<file path="config.mk">
export PLATFORM = sky130hd
export DESIGN_NAME = cbu_top
export DESIGN_NICKNAME = d
export VERILOG_FILES = /design/src/cbu_top.v
export VERILOG_INCLUDE_DIRS = /design/src /design/src/src
export SDC_FILE = /design/constraint.sdc
export NUM_CORES = 1
export LEC_CHECK = 0
export ABC_AREA = 1
export BUFFER_PORTS_ARGS = -buffer_cell sky130_fd_sc_hd__buf_2
export CAP_MARGIN = 20
export CORE_MARGIN = 10
export CORE_UTILIZATION = 46
export DETAILED_ROUTE_END_ITERATION = 12
export PLACE_DENSITY = 0.74
export RECOVER_POWER = 25
export SLEW_MARGIN = 15
export SYNTH_ARGS = -nofsm -noshare
export SYNTH_HDL_FRONTEND = slang
export SYNTH_SLANG_ARGS = --single-unit
export TNS_END_PERCENT = 20
</file>
<file path="constraint.sdc">
create_clock -name pclk -period 10.25 [get_ports pclk]
set_input_delay 2.05 -clock pclk [delete_from_list [all_inputs] [get_ports pclk]]
set_output_delay 2.05 -clock pclk [all_outputs]
set_load 0.02 [all_outputs]
</file>
<file path="src/cbu_consts.vh">
/*
 Constants of the compare and branch unit: register offsets, instruction
 field positions, operation and indicator codes, status bit positions,
 reset values and cycle counts.
 Assumes it is included by bare name from the unit's single design file.
*/
`ifndef CBU_CONSTS_VH
`define CBU_CONSTS_VH

// ==========================================================
// register byte offsets
`define CBU_OFF_CTRL     12'h000
`define CBU_OFF_INSTR    12'h004
`define CBU_OFF_REG_LO   12'h008
`define CBU_OFF_REG_HI   12'h00C
`define CBU_OFF_MEM_LO   12'h010
`define CBU_OFF_MEM_HI   12'h014
`define CBU_OFF_FIELD    12'h018
`define CBU_OFF_CC       12'h01C
`define CBU_OFF_STATUS   12'h020
`define CBU_OFF_ARSIGN   12'h024
`define CBU_OFF_ARITH    12'h028
`define CBU_OFF_INDIR    12'h02C
`define CBU_OFF_INDEX    12'h040
`define CBU_INDEX_MASK   12'hFC0

// ==========================================================
// control bits
`define CBU_CTRL_GO      0
`define CBU_CTRL_MW      1

// ==========================================================
// instruction fields (bit n of the word is instr[n-1])
`define CBU_IW_FLAG      24
`define CBU_IW_X_HI      23
`define CBU_IW_X_LO      20
`define CBU_IW_OP_HI     19
`define CBU_IW_OP_LO     14
`define CBU_IW_IND_HI    13
`define CBU_IW_IND_LO    10
`define CBU_IW_ADR_HI    9
`define CBU_IW_ADR_LO    0
`define CBU_IW_W         25

// ==========================================================
// operation codes (octal 54, 56, 57, 60, 06)
`define CBU_OP_CMP_ALG   6'h2C
`define CBU_OP_CMP_ZERO  6'h2E
`define CBU_OP_CMP_ONES  6'h2F
`define CBU_OP_BRANCH    6'h30
`define CBU_OP_JUMP      6'h06

// ==========================================================
// indicator field codes
`define CBU_IND_EQUAL    4'h6
`define CBU_IND_GREATER  4'h7
`define CBU_IND_LESS     4'h5
`define CBU_IND_AR8      4'h1
`define CBU_IND_AR4      4'h2
`define CBU_IND_AR2      4'h3
`define CBU_IND_AR1      4'h4

// ==========================================================
// status bits
`define CBU_ST_EQUAL     0
`define CBU_ST_GREATER   1
`define CBU_ST_LESS      2
`define CBU_ST_BUSY      3
`define CBU_ST_TAKEN     4
`define CBU_ST_BADOP     5
`define CBU_ST_POS_LO    8

// ==========================================================
// cycle counts and reset values
`define CBU_CYC_CMP      2'h2
`define CBU_CYC_TAKEN    2'h1
`define CBU_CYC_NOTTAKEN 2'h2
`define CBU_CYC_JUMP     2'h1
`define CBU_CYC_BAD      2'h1
`define CBU_RST_WORD     25'h0000000

`endif

</file>
<file path="src/cbu_top.v">
/*
 Compare and branch unit: executes the algebraic and bit pattern compares,
 the indicator branches and the unconditional jump, with its register file
 on an APB slave.
 Assumes an APB3 master on pclk; the sequencer loads instruction, operands
 and index registers over the bus and reads back the control counter.
*/
// The placing of the registers and the APB interface to the registers were decided locally.
`timescale 1ns/1ns
`default_nettype none
`include "cbu_consts.vh"

module cbu_top #(
	parameter WORD_W = 25,
	parameter ADDR_W = 15
) (
	input  wire        pclk,
	input  wire        presetn,
	input  wire        ce,
	input  wire        psel,
	input  wire        penable,
	input  wire        pwrite,
	input  wire [11:0] paddr,
	input  wire [31:0] pwdata,
	output reg  [31:0] prdata,
	output reg         pready,
	output reg         pslverr,
	output reg         instr_done
);

	localparam S_IDLE = 1'b0;
	localparam S_RUN  = 1'b1;
	localparam MAG_W  = 2 * (WORD_W - 1);

	// ==========================================================
	// decoding helpers

	// true for every offset that the slave answers
	function is_mapped;
		input [11:0] a;
		begin
			is_mapped = (a[11:6] == 6'h00 && a[5:0] <= `CBU_OFF_INDIR) ||
				((a & `CBU_INDEX_MASK) == `CBU_OFF_INDEX);
			if (a[1:0] != 2'h0) begin
				is_mapped = 1'b0;
			end
		end
	endfunction

	// indicator field to {known code, tested bit}; read only, never written
	function [1:0] branch_test;
		input [3:0] code;
		input [2:0] ind;
		input [3:0] pos;
		begin
			case (code)
				`CBU_IND_EQUAL:   branch_test = {1'b1, ind[0]};
				`CBU_IND_GREATER: branch_test = {1'b1, ind[1]};
				`CBU_IND_LESS:    branch_test = {1'b1, ind[2]};
				`CBU_IND_AR8:     branch_test = {1'b1, pos[3]};
				`CBU_IND_AR4:     branch_test = {1'b1, pos[2]};
				`CBU_IND_AR2:     branch_test = {1'b1, pos[1]};
				`CBU_IND_AR1:     branch_test = {1'b1, pos[0]};
				default:          branch_test = 2'b00;
			endcase
		end
	endfunction

	// ==========================================================
	// registers

	reg                 ctrl_mw_reg;
	reg [`CBU_IW_W-1:0] instr_reg;
	reg [WORD_W-1:0]    reg_lo_reg;
	reg [WORD_W-1:0]    reg_hi_reg;
	reg [WORD_W-1:0]    mem_lo_reg;
	reg [WORD_W-1:0]    mem_hi_reg;
	reg [WORD_W-1:0]    field_reg;
	reg [ADDR_W-1:0]    cc_reg;
	reg [2:0]           ind_reg;
	reg [3:0]           ar_sign_reg;
	reg [ADDR_W-1:0]    indir_reg;
	reg [ADDR_W-1:0]    index_mem [0:15];
	reg                 taken_reg;
	reg                 badop_reg;
	reg                 state_reg;
	reg [1:0]           cnt_reg;
	reg [2:0]           res_ind_reg;
	reg                 res_upd_reg;
	reg [ADDR_W-1:0]    res_cc_reg;
	reg                 res_taken_reg;
	reg                 res_bad_reg;

	// ==========================================================
	// bus strobes

	// a transfer completes on the edge where pready is already high
	wire        xfer  = psel & penable & pready;
	wire        wr    = xfer & pwrite;
	wire [11:0] woff  = paddr;
	wire        go    = wr && woff == `CBU_OFF_CTRL && pwdata[`CBU_CTRL_GO];
	wire        start = go && state_reg == S_IDLE;

	// ==========================================================
	// instruction fields

	wire                flag_bit = instr_reg[`CBU_IW_FLAG];
	wire [3:0]          xsel     = instr_reg[`CBU_IW_X_HI:`CBU_IW_X_LO];
	wire [5:0]          opcode   = instr_reg[`CBU_IW_OP_HI:`CBU_IW_OP_LO];
	wire [3:0]          ind_code = instr_reg[`CBU_IW_IND_HI:`CBU_IW_IND_LO];
	wire [9:0]          addr_fld = instr_reg[`CBU_IW_ADR_HI:`CBU_IW_ADR_LO];

	// sign indicators: one per arithmetic register, set while positive
	wire [3:0] pos_ind;
	genvar gi;
	generate
		for (gi = 0; gi < 4; gi = gi + 1) begin : g_pos
			assign pos_ind[gi] = ~ar_sign_reg[gi];
		end
	endgenerate

	// ==========================================================
	// effective address

	// index register 0 always reads zero, so selector 0 adds nothing
	wire [ADDR_W-1:0] idx_val = (xsel == 4'h0) ? {ADDR_W{1'b0}} : index_mem[xsel];
	// the flag is indirection for transfers; the sequencer supplies the word
	wire [ADDR_W-1:0] base_adr = flag_bit ? indir_reg :
		{{(ADDR_W-10){1'b0}}, addr_fld};
	wire [ADDR_W-1:0] eff_adr  = base_adr + idx_val;
	wire [ADDR_W-1:0] cc_inc   = cc_reg + {{(ADDR_W-1){1'b0}}, 1'b1};

	// ==========================================================
	// compare datapath: reads operand registers only, never writes them

	// for compares the flag means field select: only masked bits take part
	wire [WORD_W-1:0] fmask = flag_bit ? field_reg : {WORD_W{1'b1}};
	// the go write may carry a new multiword bit; decode must see it now
	wire              mw_now = go ? pwdata[`CBU_CTRL_MW] : ctrl_mw_reg;
	wire [WORD_W-1:0] r_lo  = reg_lo_reg & fmask;
	wire [WORD_W-1:0] m_lo  = mem_lo_reg & fmask;
	wire [WORD_W-1:0] r_hi  = mw_now ? (reg_hi_reg & fmask) : {WORD_W{1'b0}};
	wire [WORD_W-1:0] m_hi  = mw_now ? (mem_hi_reg & fmask) : {WORD_W{1'b0}};

	// sign from the low word only; high word signs are dropped
	wire             r_neg = r_lo[WORD_W-1];
	wire             m_neg = m_lo[WORD_W-1];
	wire [MAG_W-1:0] r_mag = {r_hi[WORD_W-2:0], r_lo[WORD_W-2:0]};
	wire [MAG_W-1:0] m_mag = {m_hi[WORD_W-2:0], m_lo[WORD_W-2:0]};

	// signed relation as {less, greater, equal}, sign-magnitude words
	reg [2:0] alg_rel;
	always @* begin
		alg_rel = 3'b001;
		if (r_neg != m_neg) begin
			// differing signs decide alone, so +0 beats -0
			alg_rel = r_neg ? 3'b100 : 3'b010;
		end else if (r_mag == m_mag) begin
			alg_rel = 3'b001;
		end else if (r_mag > m_mag) begin
			alg_rel = r_neg ? 3'b100 : 3'b010;
		end else begin
			alg_rel = r_neg ? 3'b010 : 3'b100;
		end
	end

	// bit pattern tests run over whole words, sign bits included
	wire ones_ok  = ((r_lo & ~m_lo) == {WORD_W{1'b0}}) &&
		((r_hi & ~m_hi) == {WORD_W{1'b0}});
	wire zeros_ok = ((r_lo & m_lo) == {WORD_W{1'b0}}) &&
		((r_hi & m_hi) == {WORD_W{1'b0}});

	// ==========================================================
	// instruction decode: result, new counter and length

	wire [1:0] bt = branch_test(ind_code, ind_reg, pos_ind);

	reg [2:0]        dec_ind;
	reg              dec_upd;
	reg [ADDR_W-1:0] dec_cc;
	reg              dec_taken;
	reg              dec_bad;
	reg [1:0]        dec_cyc;
	always @* begin
		dec_ind   = 3'b000;
		dec_upd   = 1'b0;
		dec_cc    = cc_inc;
		dec_taken = 1'b0;
		dec_bad   = 1'b0;
		dec_cyc   = `CBU_CYC_BAD;
		case (opcode)
			`CBU_OP_CMP_ALG: begin
				dec_ind = alg_rel;
				dec_upd = 1'b1;
				dec_cyc = `CBU_CYC_CMP;
			end
			`CBU_OP_CMP_ONES: begin
				dec_ind = ones_ok ? 3'b001 : 3'b010;
				dec_upd = 1'b1;
				dec_cyc = `CBU_CYC_CMP;
			end
			`CBU_OP_CMP_ZERO: begin
				dec_ind = zeros_ok ? 3'b001 : 3'b010;
				dec_upd = 1'b1;
				dec_cyc = `CBU_CYC_CMP;
			end
			`CBU_OP_BRANCH: begin
				dec_bad = ~bt[1];
				if (bt[0]) begin
					dec_cc    = eff_adr;
					dec_taken = 1'b1;
					dec_cyc   = `CBU_CYC_TAKEN;
				end else begin
					dec_cc  = cc_inc;
					dec_cyc = `CBU_CYC_NOTTAKEN;
				end
			end
			`CBU_OP_JUMP: begin
				// field select has no meaning here; the flag is indirection
				dec_cc    = eff_adr;
				dec_taken = 1'b1;
				dec_cyc   = `CBU_CYC_JUMP;
			end
			default: begin
				dec_bad = 1'b1;
			end
		endcase
	end

	// ==========================================================
	// execution sequencer

	// results are latched at start, so bus writes during a run do not leak in
	always @(posedge pclk or negedge presetn) begin
		if (!presetn) begin
			state_reg     <= S_IDLE;
			cnt_reg       <= 2'h0;
			res_ind_reg   <= 3'b000;
			res_upd_reg   <= 1'b0;
			res_cc_reg    <= {ADDR_W{1'b0}};
			res_taken_reg <= 1'b0;
			res_bad_reg   <= 1'b0;
			instr_done    <= 1'b0;
		end else if (ce) begin
			instr_done <= 1'b0;
			case (state_reg)
				S_IDLE: begin
					if (start) begin
						state_reg     <= S_RUN;
						cnt_reg       <= dec_cyc - 2'h1;
						res_ind_reg   <= dec_ind;
						res_upd_reg   <= dec_upd;
						res_cc_reg    <= dec_cc;
						res_taken_reg <= dec_taken;
						res_bad_reg   <= dec_bad;
					end
				end
				S_RUN: begin
					if (cnt_reg == 2'h0) begin
						state_reg  <= S_IDLE;
						instr_done <= 1'b1;
					end else begin
						cnt_reg <= cnt_reg - 2'h1;
					end
				end
				default: begin
					state_reg <= S_IDLE;
				end
			endcase
		end
	end

	wire finish = state_reg == S_RUN && cnt_reg == 2'h0;

	// ==========================================================
	// indicators, counter and status flags

	// a compare finishing beats a same-cycle arithmetic result write
	always @(posedge pclk or negedge presetn) begin
		if (!presetn) begin
			ind_reg   <= 3'b000;
			cc_reg    <= {ADDR_W{1'b0}};
			taken_reg <= 1'b0;
			badop_reg <= 1'b0;
		end else if (ce) begin
			if (finish && res_upd_reg) begin
				// one-hot load clears the other two in the same step
				ind_reg <= res_ind_reg;
			end else if (wr && woff == `CBU_OFF_ARITH) begin
				ind_reg[0] <= (pwdata[WORD_W-1:0] == {WORD_W{1'b0}});
			end
			if (finish) begin
				cc_reg    <= res_cc_reg;
				taken_reg <= res_taken_reg;
				badop_reg <= res_bad_reg;
			end else if (wr && woff == `CBU_OFF_CC) begin
				cc_reg <= pwdata[ADDR_W-1:0];
			end
		end
	end

	// ==========================================================
	// software writable registers

	always @(posedge pclk or negedge presetn) begin
		if (!presetn) begin
			ctrl_mw_reg <= 1'b0;
			instr_reg   <= `CBU_RST_WORD;
			reg_lo_reg  <= `CBU_RST_WORD;
			reg_hi_reg  <= `CBU_RST_WORD;
			mem_lo_reg  <= `CBU_RST_WORD;
			mem_hi_reg  <= `CBU_RST_WORD;
			field_reg   <= `CBU_RST_WORD;
			ar_sign_reg <= 4'h0;
			indir_reg   <= {ADDR_W{1'b0}};
		end else if (ce && wr) begin
			case (woff)
				`CBU_OFF_CTRL:   ctrl_mw_reg <= pwdata[`CBU_CTRL_MW];
				`CBU_OFF_INSTR:  instr_reg   <= pwdata[`CBU_IW_W-1:0];
				`CBU_OFF_REG_LO: reg_lo_reg  <= pwdata[WORD_W-1:0];
				`CBU_OFF_REG_HI: reg_hi_reg  <= pwdata[WORD_W-1:0];
				`CBU_OFF_MEM_LO: mem_lo_reg  <= pwdata[WORD_W-1:0];
				`CBU_OFF_MEM_HI: mem_hi_reg  <= pwdata[WORD_W-1:0];
				`CBU_OFF_FIELD:  field_reg   <= pwdata[WORD_W-1:0];
				`CBU_OFF_ARSIGN: ar_sign_reg <= pwdata[3:0];
				`CBU_OFF_INDIR:  indir_reg   <= pwdata[ADDR_W-1:0];
				default: begin
				end
			endcase
		end
	end

	// index file; entry 0 is never written and reads as zero
	integer k;
	always @(posedge pclk or negedge presetn) begin
		if (!presetn) begin
			for (k = 0; k < 16; k = k + 1) begin
				index_mem[k] <= {ADDR_W{1'b0}};
			end
		end else if (ce && wr && (woff & `CBU_INDEX_MASK) == `CBU_OFF_INDEX &&
				woff[5:2] != 4'h0) begin
			index_mem[woff[5:2]] <= pwdata[ADDR_W-1:0];
		end
	end

	// ==========================================================
	// read mux

	reg [31:0] rd_word;
	always @* begin
		rd_word = 32'h00000000;
		case (woff)
			`CBU_OFF_CTRL:   rd_word[`CBU_CTRL_MW] = ctrl_mw_reg;
			`CBU_OFF_INSTR:  rd_word[`CBU_IW_W-1:0] = instr_reg;
			`CBU_OFF_REG_LO: rd_word[WORD_W-1:0] = reg_lo_reg;
			`CBU_OFF_REG_HI: rd_word[WORD_W-1:0] = reg_hi_reg;
			`CBU_OFF_MEM_LO: rd_word[WORD_W-1:0] = mem_lo_reg;
			`CBU_OFF_MEM_HI: rd_word[WORD_W-1:0] = mem_hi_reg;
			`CBU_OFF_FIELD:  rd_word[WORD_W-1:0] = field_reg;
			`CBU_OFF_CC:     rd_word[ADDR_W-1:0] = cc_reg;
			`CBU_OFF_STATUS: begin
				rd_word[`CBU_ST_EQUAL]   = ind_reg[0];
				rd_word[`CBU_ST_GREATER] = ind_reg[1];
				rd_word[`CBU_ST_LESS]    = ind_reg[2];
				rd_word[`CBU_ST_BUSY]    = state_reg;
				rd_word[`CBU_ST_TAKEN]   = taken_reg;
				rd_word[`CBU_ST_BADOP]   = badop_reg;
				rd_word[`CBU_ST_POS_LO+3:`CBU_ST_POS_LO] = pos_ind;
			end
			`CBU_OFF_ARSIGN: rd_word[3:0] = ar_sign_reg;
			`CBU_OFF_INDIR:  rd_word[ADDR_W-1:0] = indir_reg;
			default: begin
				if ((woff & `CBU_INDEX_MASK) == `CBU_OFF_INDEX && woff[5:2] != 4'h0) begin
					rd_word[ADDR_W-1:0] = index_mem[woff[5:2]];
				end
			end
		endcase
	end

	// ==========================================================
	// APB answer: one wait state, data and error registered with pready

	// the wait state keeps every bus output straight from a flip-flop
	always @(posedge pclk or negedge presetn) begin
		if (!presetn) begin
			pready  <= 1'b0;
			prdata  <= 32'h00000000;
			pslverr <= 1'b0;
		end else if (ce) begin
			pready <= psel & penable & ~pready;
			if (psel & penable & ~pready) begin
				prdata  <= pwrite ? 32'h00000000 : rd_word;
				pslverr <= ~is_mapped(paddr);
			end else begin
				pslverr <= 1'b0;
			end
		end
	end

endmodule
`default_nettype wire

</file>
== Word level (Yosys, flattened, before mapping) ==
Index checks and enable logic that the tools add are counted.

* Register bits after elaboration: 489
* Latch bits: 0
* Bits in writable memories: 0
* Memories: 0
* Logic and storage cells: 209
* Output and inout bits: 35
* Memory bits (read-only): 0

* Magnitude comparators: 5
* Div/mod/pow operators: 0
* Shift-type cells: 0
* Add/subtract/negate cells: 4
* Mux-type cells: 58
* Multipliers: 0
* Reduce and logical (&&, ||, !) cells: 49
* Equality and inequality tests: 28
* Bitwise logic cells: 24

{| class="wikitable"
|+ Operators by type and width
! cell !! count
|-
| 240-bit bitwise mux || 1
|-
| 25-bit bitwise AND || 8
|-
| 15-bit 2-to-1 mux || 11
|-
| 25-bit logical NOT || 5
|-
| 15-bit binary-select mux with 4-bit select || 2
|-
| 25-bit 2-to-1 mux || 4
|-
| 15-bit demux with 4-bit select || 1
|-
| 10-bit case mux with 6 select lines || 1
|-
| 25-bit NOT || 2
|-
| 12-bit by 5-bit == test with 1-bit output, second input constant || 4
|-
| 12-bit by 6-bit == test with 1-bit output, second input constant || 4
|-
| 48-bit == test || 1
|-
| 48-bit > comparator || 1
|-
| 4-bit case mux with 10 select lines || 1
|-
| 15-bit case mux with 2 select lines || 1
|-
| 2-bit AND reduction || 14
|-
| 3-bit case mux with 9 select lines || 1
|-
| 12-bit by 4-bit == test with 1-bit output, second input constant || 2
|-
| 6-bit == test, second input constant || 4
|-
| 1-bit case mux with 11 select lines || 2
|-
| 2-bit case mux with 11 select lines || 1
|-
| 2-bit case mux with 10 select lines || 1
|-
| 2-bit case mux with 9 select lines || 1
|-
| 4-bit by 3-bit == test with 1-bit output, second input constant || 4
|-
| 35 further kinds || 91
|}

== Logic depth before layout (Yosys ltp) ==
* Depth after elaboration: 13
* Mapped depth: 29
* Gate-level depth less buffers: 28

== Least setup slack after synthesis ==
OpenSTA, ideal clock, no wires.

* Path kind: input to register
* From: input port paddr[9]
* To: register res_ind_reg[1]
* Arrival: 4.808 ns
* Library setup time: 0.117 ns
* Stages on the path: 26
* Slack: 5.325 ns
* Cell sequence: nor2_1 nand2_1 nor2_8 nand2_4 nor2_8 nand3_4 o21a_2 inv_2 clkbuf_1 nor2_1 ha_1 nand2_1 inv_1 nand3_1 nor3_1 nand2_1 nor2_1 nand2_1 nand3_1 nand3_1 nand3_1 nand2_1 nand2_1 nand2_1 nand2_1 nand2_1

* Word-level cells in the longest chain between the ends: 11
* Elaborated cells between the ends (all ways): 23
* Classes of those cells: order compare (1); eq/ne (1); mux (9); bitwise (3); reduce/logical (9)

{| class="wikitable"
|+ Ends and longest elaborated chain
! what !! line !! RTL
|-
| from (decl) || cbu_top.v:23 || <nowiki>input wire [11:0] paddr,</nowiki>
|-
| 12-bit logical NOT * || - ||
|-
| 1-bit logical AND (no source line) * || - ||
|-
| 1-bit logical AND * || cbu_top.v:101 || <nowiki>wire go = wr && woff == `CBU_OFF_CTRL && pwdata[`CBU_CTRL_GO];</nowiki>
|-
| parallel branches: the longest is 8 deep, another holds 48-bit > comparator || - ||
|-
| to (signal assigned) || cbu_top.v:251 || <nowiki>res_ind_reg <= dec_ind;</nowiki>
|-
| to (decl) || cbu_top.v:88 || <nowiki>reg [2:0] res_ind_reg;</nowiki>
|}

Every way passes the cells marked *.
A chain may end at the register's enable or synchronous reset.

==> results.json <==
{
  "timing.fmax_mhz": 142,
  "p_switching_mw": 1.09,
  "regToRegStartpoint": "instr_reg[20]",
  "worstSetupPathType": "input pin to asynchronous set/reset pin",
  "setup_tns_ns": 0,
  "die_h_um": 264,
  "ys_seq_area_share_pct": 43.9,
  "cp_top_family": "buffers and inverters",
  "crit_required_ns": 10.92,
  "cts_tree": "built",
  "rows": 89,
  "root_buffer": "clkbuf_16",
  "ctsHoldBuffers": 0,
  "seq_area_um2": 12100,
  "synth-compound-area-share_pct": 22.1,
  "critPathMaxStageDelay_ns": 3.74,
  "clkTransAtPathRegs_ns": 0.06,
  "ant_nets": 0,
  "drv_cap": 1,
  "crit_arrival_ns": 7.70,
  "ys_ff_latch": 482,
  "hold_class": "flop to flop",
  "sw_frac_of_total_pct": 25.8,
  "synthFlopType": "dfrtp_1",
  "p_leak_nw": 13.6,
  "gp_congestion": 0.987,
  "multi_input_area_um2": 13100,
  "grt_first_pass_wirelength_mm": 141,
  "numCtsBuffers": 52,
  "clock_sinks": 482,
  "io_buffers": 70,
  "fin_util_pct": 50.9,
  "wl_per_cell_um": 21.5,
  "dp_hpwl_mm": 60.5,
  "final-max-slew-violation-count": 95,
  "finalCritPeriodShare_pct": 68.6,
  "synth.area.mux_share_pct": 0,
  "largest_reg_flops": 240,
  "wl_mm": 92.5,
  "max-slew-margin-rel_pct": -265,
  "areaGrowthSynthToFinish_pct": 9.46,
  "htree_levels": 2,
  "core_area_um2": 59000,
  "hp-start": "index_mem[230]",
  "finalSetupViolCount": 0,
  "synth_top_family_by_area": "compound AO/OA/AOI/OAI gates",
  "drc": 0,
  "cp_cell_sequence": "clkbuf_1 > buf_4 > buf_4",
  "tightest_slew_ns": 5.47,
  "synthCells": 3555,
  "rsz0062_at_grt": "false",
  "grt-ovfl-total": 0,
  "p_comb_share_pct": 6.5,
  "first_pass_iters": 6,
  "yosys_warnings": 0,
  "antenna_found_initial": 2,
  "p_seq_share_pct": 47.2,
  "cts_setup_buffers": 0,
  "grt_start_max_net_pins": 151,
  "grt_pass1_vias": 23800,
  "irDropWorstVdd_mv": 0.148,
  "async_flop_share_pct": 100,
  "pwr-share-clk_pct": 46.2,
  "die_x_um": 264,
  "track_usage_pct": 25.6,
  "min_delay_path_depth": 0,
  "synth_edf_count": 0,
  "startpoint_type": "input pin",
  "r2r_cells": 19,
  "worstHoldEndpoint": "index_mem[230]",
  "ctsResizeCount": 0,
  "synth_xor_area_share_pct": 0.415,
  "ys_types": 54,
  "clockBufferDepth": 3,
  "finalHoldViolCount": 0,
  "powerDensity_nw_per_um2": 141,
  "synth_fa_ha_area_share_pct": 5.27,
  "fin_skew_ns": 0.0198,
  "fill_cells": 5594,
  "critPathCaptureType": "asynchronous set/reset pin",
  "syn-cell-area_um2": 27400,
  "fp.dieArea_um2": 69800,
  "synth-simple-area-share_pct": 19.7,
  "layout_min_cycle_time_ns": 7.04,
  "status": "finished, violations left",
  "violations": "max-capacitance violations, max-slew violations",
  "start_util_pct": 46.5,
  "vias": 25700,
  "pin_count": 85,
  "r2r_slack_ns": 5.07,
  "cp_max_fo": 94,
  "p_int_mw": 3.14,
  "drt_iter0_drc": 3293,
  "syn_avg_cell_area_um2": 7.72,
  "via_per_inst": 5.96,
  "drive_above_1_share_pct": 7.86,
  "path_common_cell": "buf_4",
  "r2r_end": "res_cc_reg[14]",
  "clk_latency_ns": 0.61,
  "regMostFlops": "index_mem",
  "nets": 3661,
  "slowest_stage": "clkbuf_1",
  "cp_num_buf_inv": 3
}
[layout by cell type (no fill, tap or decap), types with 7 or more instances in the layout]
cell and instances:
inv_2 14, nor2_2 8, o22ai_1 37, o31ai_1 11
a31oi_1 14, nand4_1 39, clkbuf_8 13, dfrtp_1 480
inv_1 335, a22oi_1 56, a221oi_1 20, nor4_1 23
clkbuf_16 53, conb_1 7, nand3_1 88, buf_4 56
a21oi_1 132, o211ai_1 117, clkinv_2 10, ha_1 114
nand2_1 811, clkbuf_1 9, nor3_2 12, nor3_1 50
buf_2 68, o21ai_0 615, xor2_1 10, a22o_1 21
nor2_1 222
[how the worst max path moves through the flow]
stage	from	end	slack, ns	cells after the start
2_1_floorplan	paddr[9]	res_ind_reg[1]	5.33	26
3_3_place_gp	paddr[2]	res_ind_reg[1]	3.41	29
3_5_place_dp	paddr[2]	res_ind_reg[1]	3.29	29
4_1_cts	paddr[2]	res_ind_reg[1]	3.93	29
5_1_grt	presetn	res_ind_reg[1]	2.17	3
6_report	presetn	mem_lo_reg[19]	3.21	3
[metal layers]
layer	vias to the layer above	share of wire [%]	track usage (%)
met4	2	5.5	13.3
met3	308	12	6.75
li1	11800	-	-
met1	12100	41	34.2
met5	-	0.014	0
met2	1477	42	37.4
[worst register-to-register path: stages (launching register included)]
cell and delay (ns):
dfrtp_4 0.81, buf_4 0.95, o21ai_0 0.30, o211ai_1 0.24
nand3_1 0.09, a21oi_1 0.58, inv_1 0.15, fa_1 0.48
o21ai_0 0.29, nand2_1 0.09, a21oi_1 0.30, nand2_1 0.09
nand2_1 0.15, nand2_1 0.07, nand3_1 0.08, nand3_1 0.09
nand3_1 0.15, nand2_1 0.08, nand2_1 0.06, nand2_1 0.05
[stage by stage]
stage | setup WS, ns | instances | hold slack, ns | instance area (um^2) | total power [mW]
6_report | 3.21 | 4309 | 0.391 | 30000 | 4.24
5_1_grt | 2.17 | 4308 | 0.387 | 30000 | 4.36
4_1_cts | 3.93 | 4305 | 0.382 | 30000 | 4.24
3_5_place_dp | 3.29 | 4212 | 0.366 | 28300 | 2.30
3_3_place_gp | 3.41 | 4211 | 0.366 | 28200 | 2.29
2_1_floorplan | 5.33 | 3561 | 0.429 | 27500 | 2.16
[final cells by class]
class | instances | share of cell area [%]
Multi-Input combinational cell | 2475 | 43.5
Sequential cell | 482 | 40.2
Clock buffer | 73 | 5.10
Inverter | 354 | 4.42
Tap cell | 773 | 3.22
Timing Repair Buffer | 131 | 2.82
Clock inverter | 20 | 0.737
Antenna cell | 1 | 0.00833
[power by group through the flow]
stage	registers, mW	logic [mW]	clock network [mW]
after floorplan	2.01	0.148	0
after global placement	2.03	0.263	0
after detailed placement	2.03	0.269	0
after CTS	2.00	0.270	1.98
after global routing	2.00	0.303	2.05
final	2.00	0.277	1.96
[synth_stat cells, types with 39 or more instances]
master	count	area share, %
ha_1	114	5.2
dfrtp_1	482	44
inv_1	334	4.6
nor3_1	50	0.91
a22oi_1	56	1.5
a21oi_1	132	2.4
nand2_1	812	11
o211ai_1	117	3.2
clkbuf_1	192	2.6
nor2_1	225	3.1
nand3_1	88	1.6
o21ai_0	615	11
nand4_1	39	0.89
[cell families (layout without fill, tap and decap cells)]
| group | after synthesis | after routing |
|---|---|---|
| AND/OR/NAND/NOR | 1283 | 1283 |
| AO/OA/AOI/OAI | 1057 | 1057 |
| buffers and inverters | 604 | 578 |
| flip-flops | 482 | 482 |
| adder cells (fa/ha/maj) | 115 | 115 |
| XOR/XNOR | 13 | 13 |
| other | 1 | 8 |
Note: power is estimated with default switching activity, not from simulation.
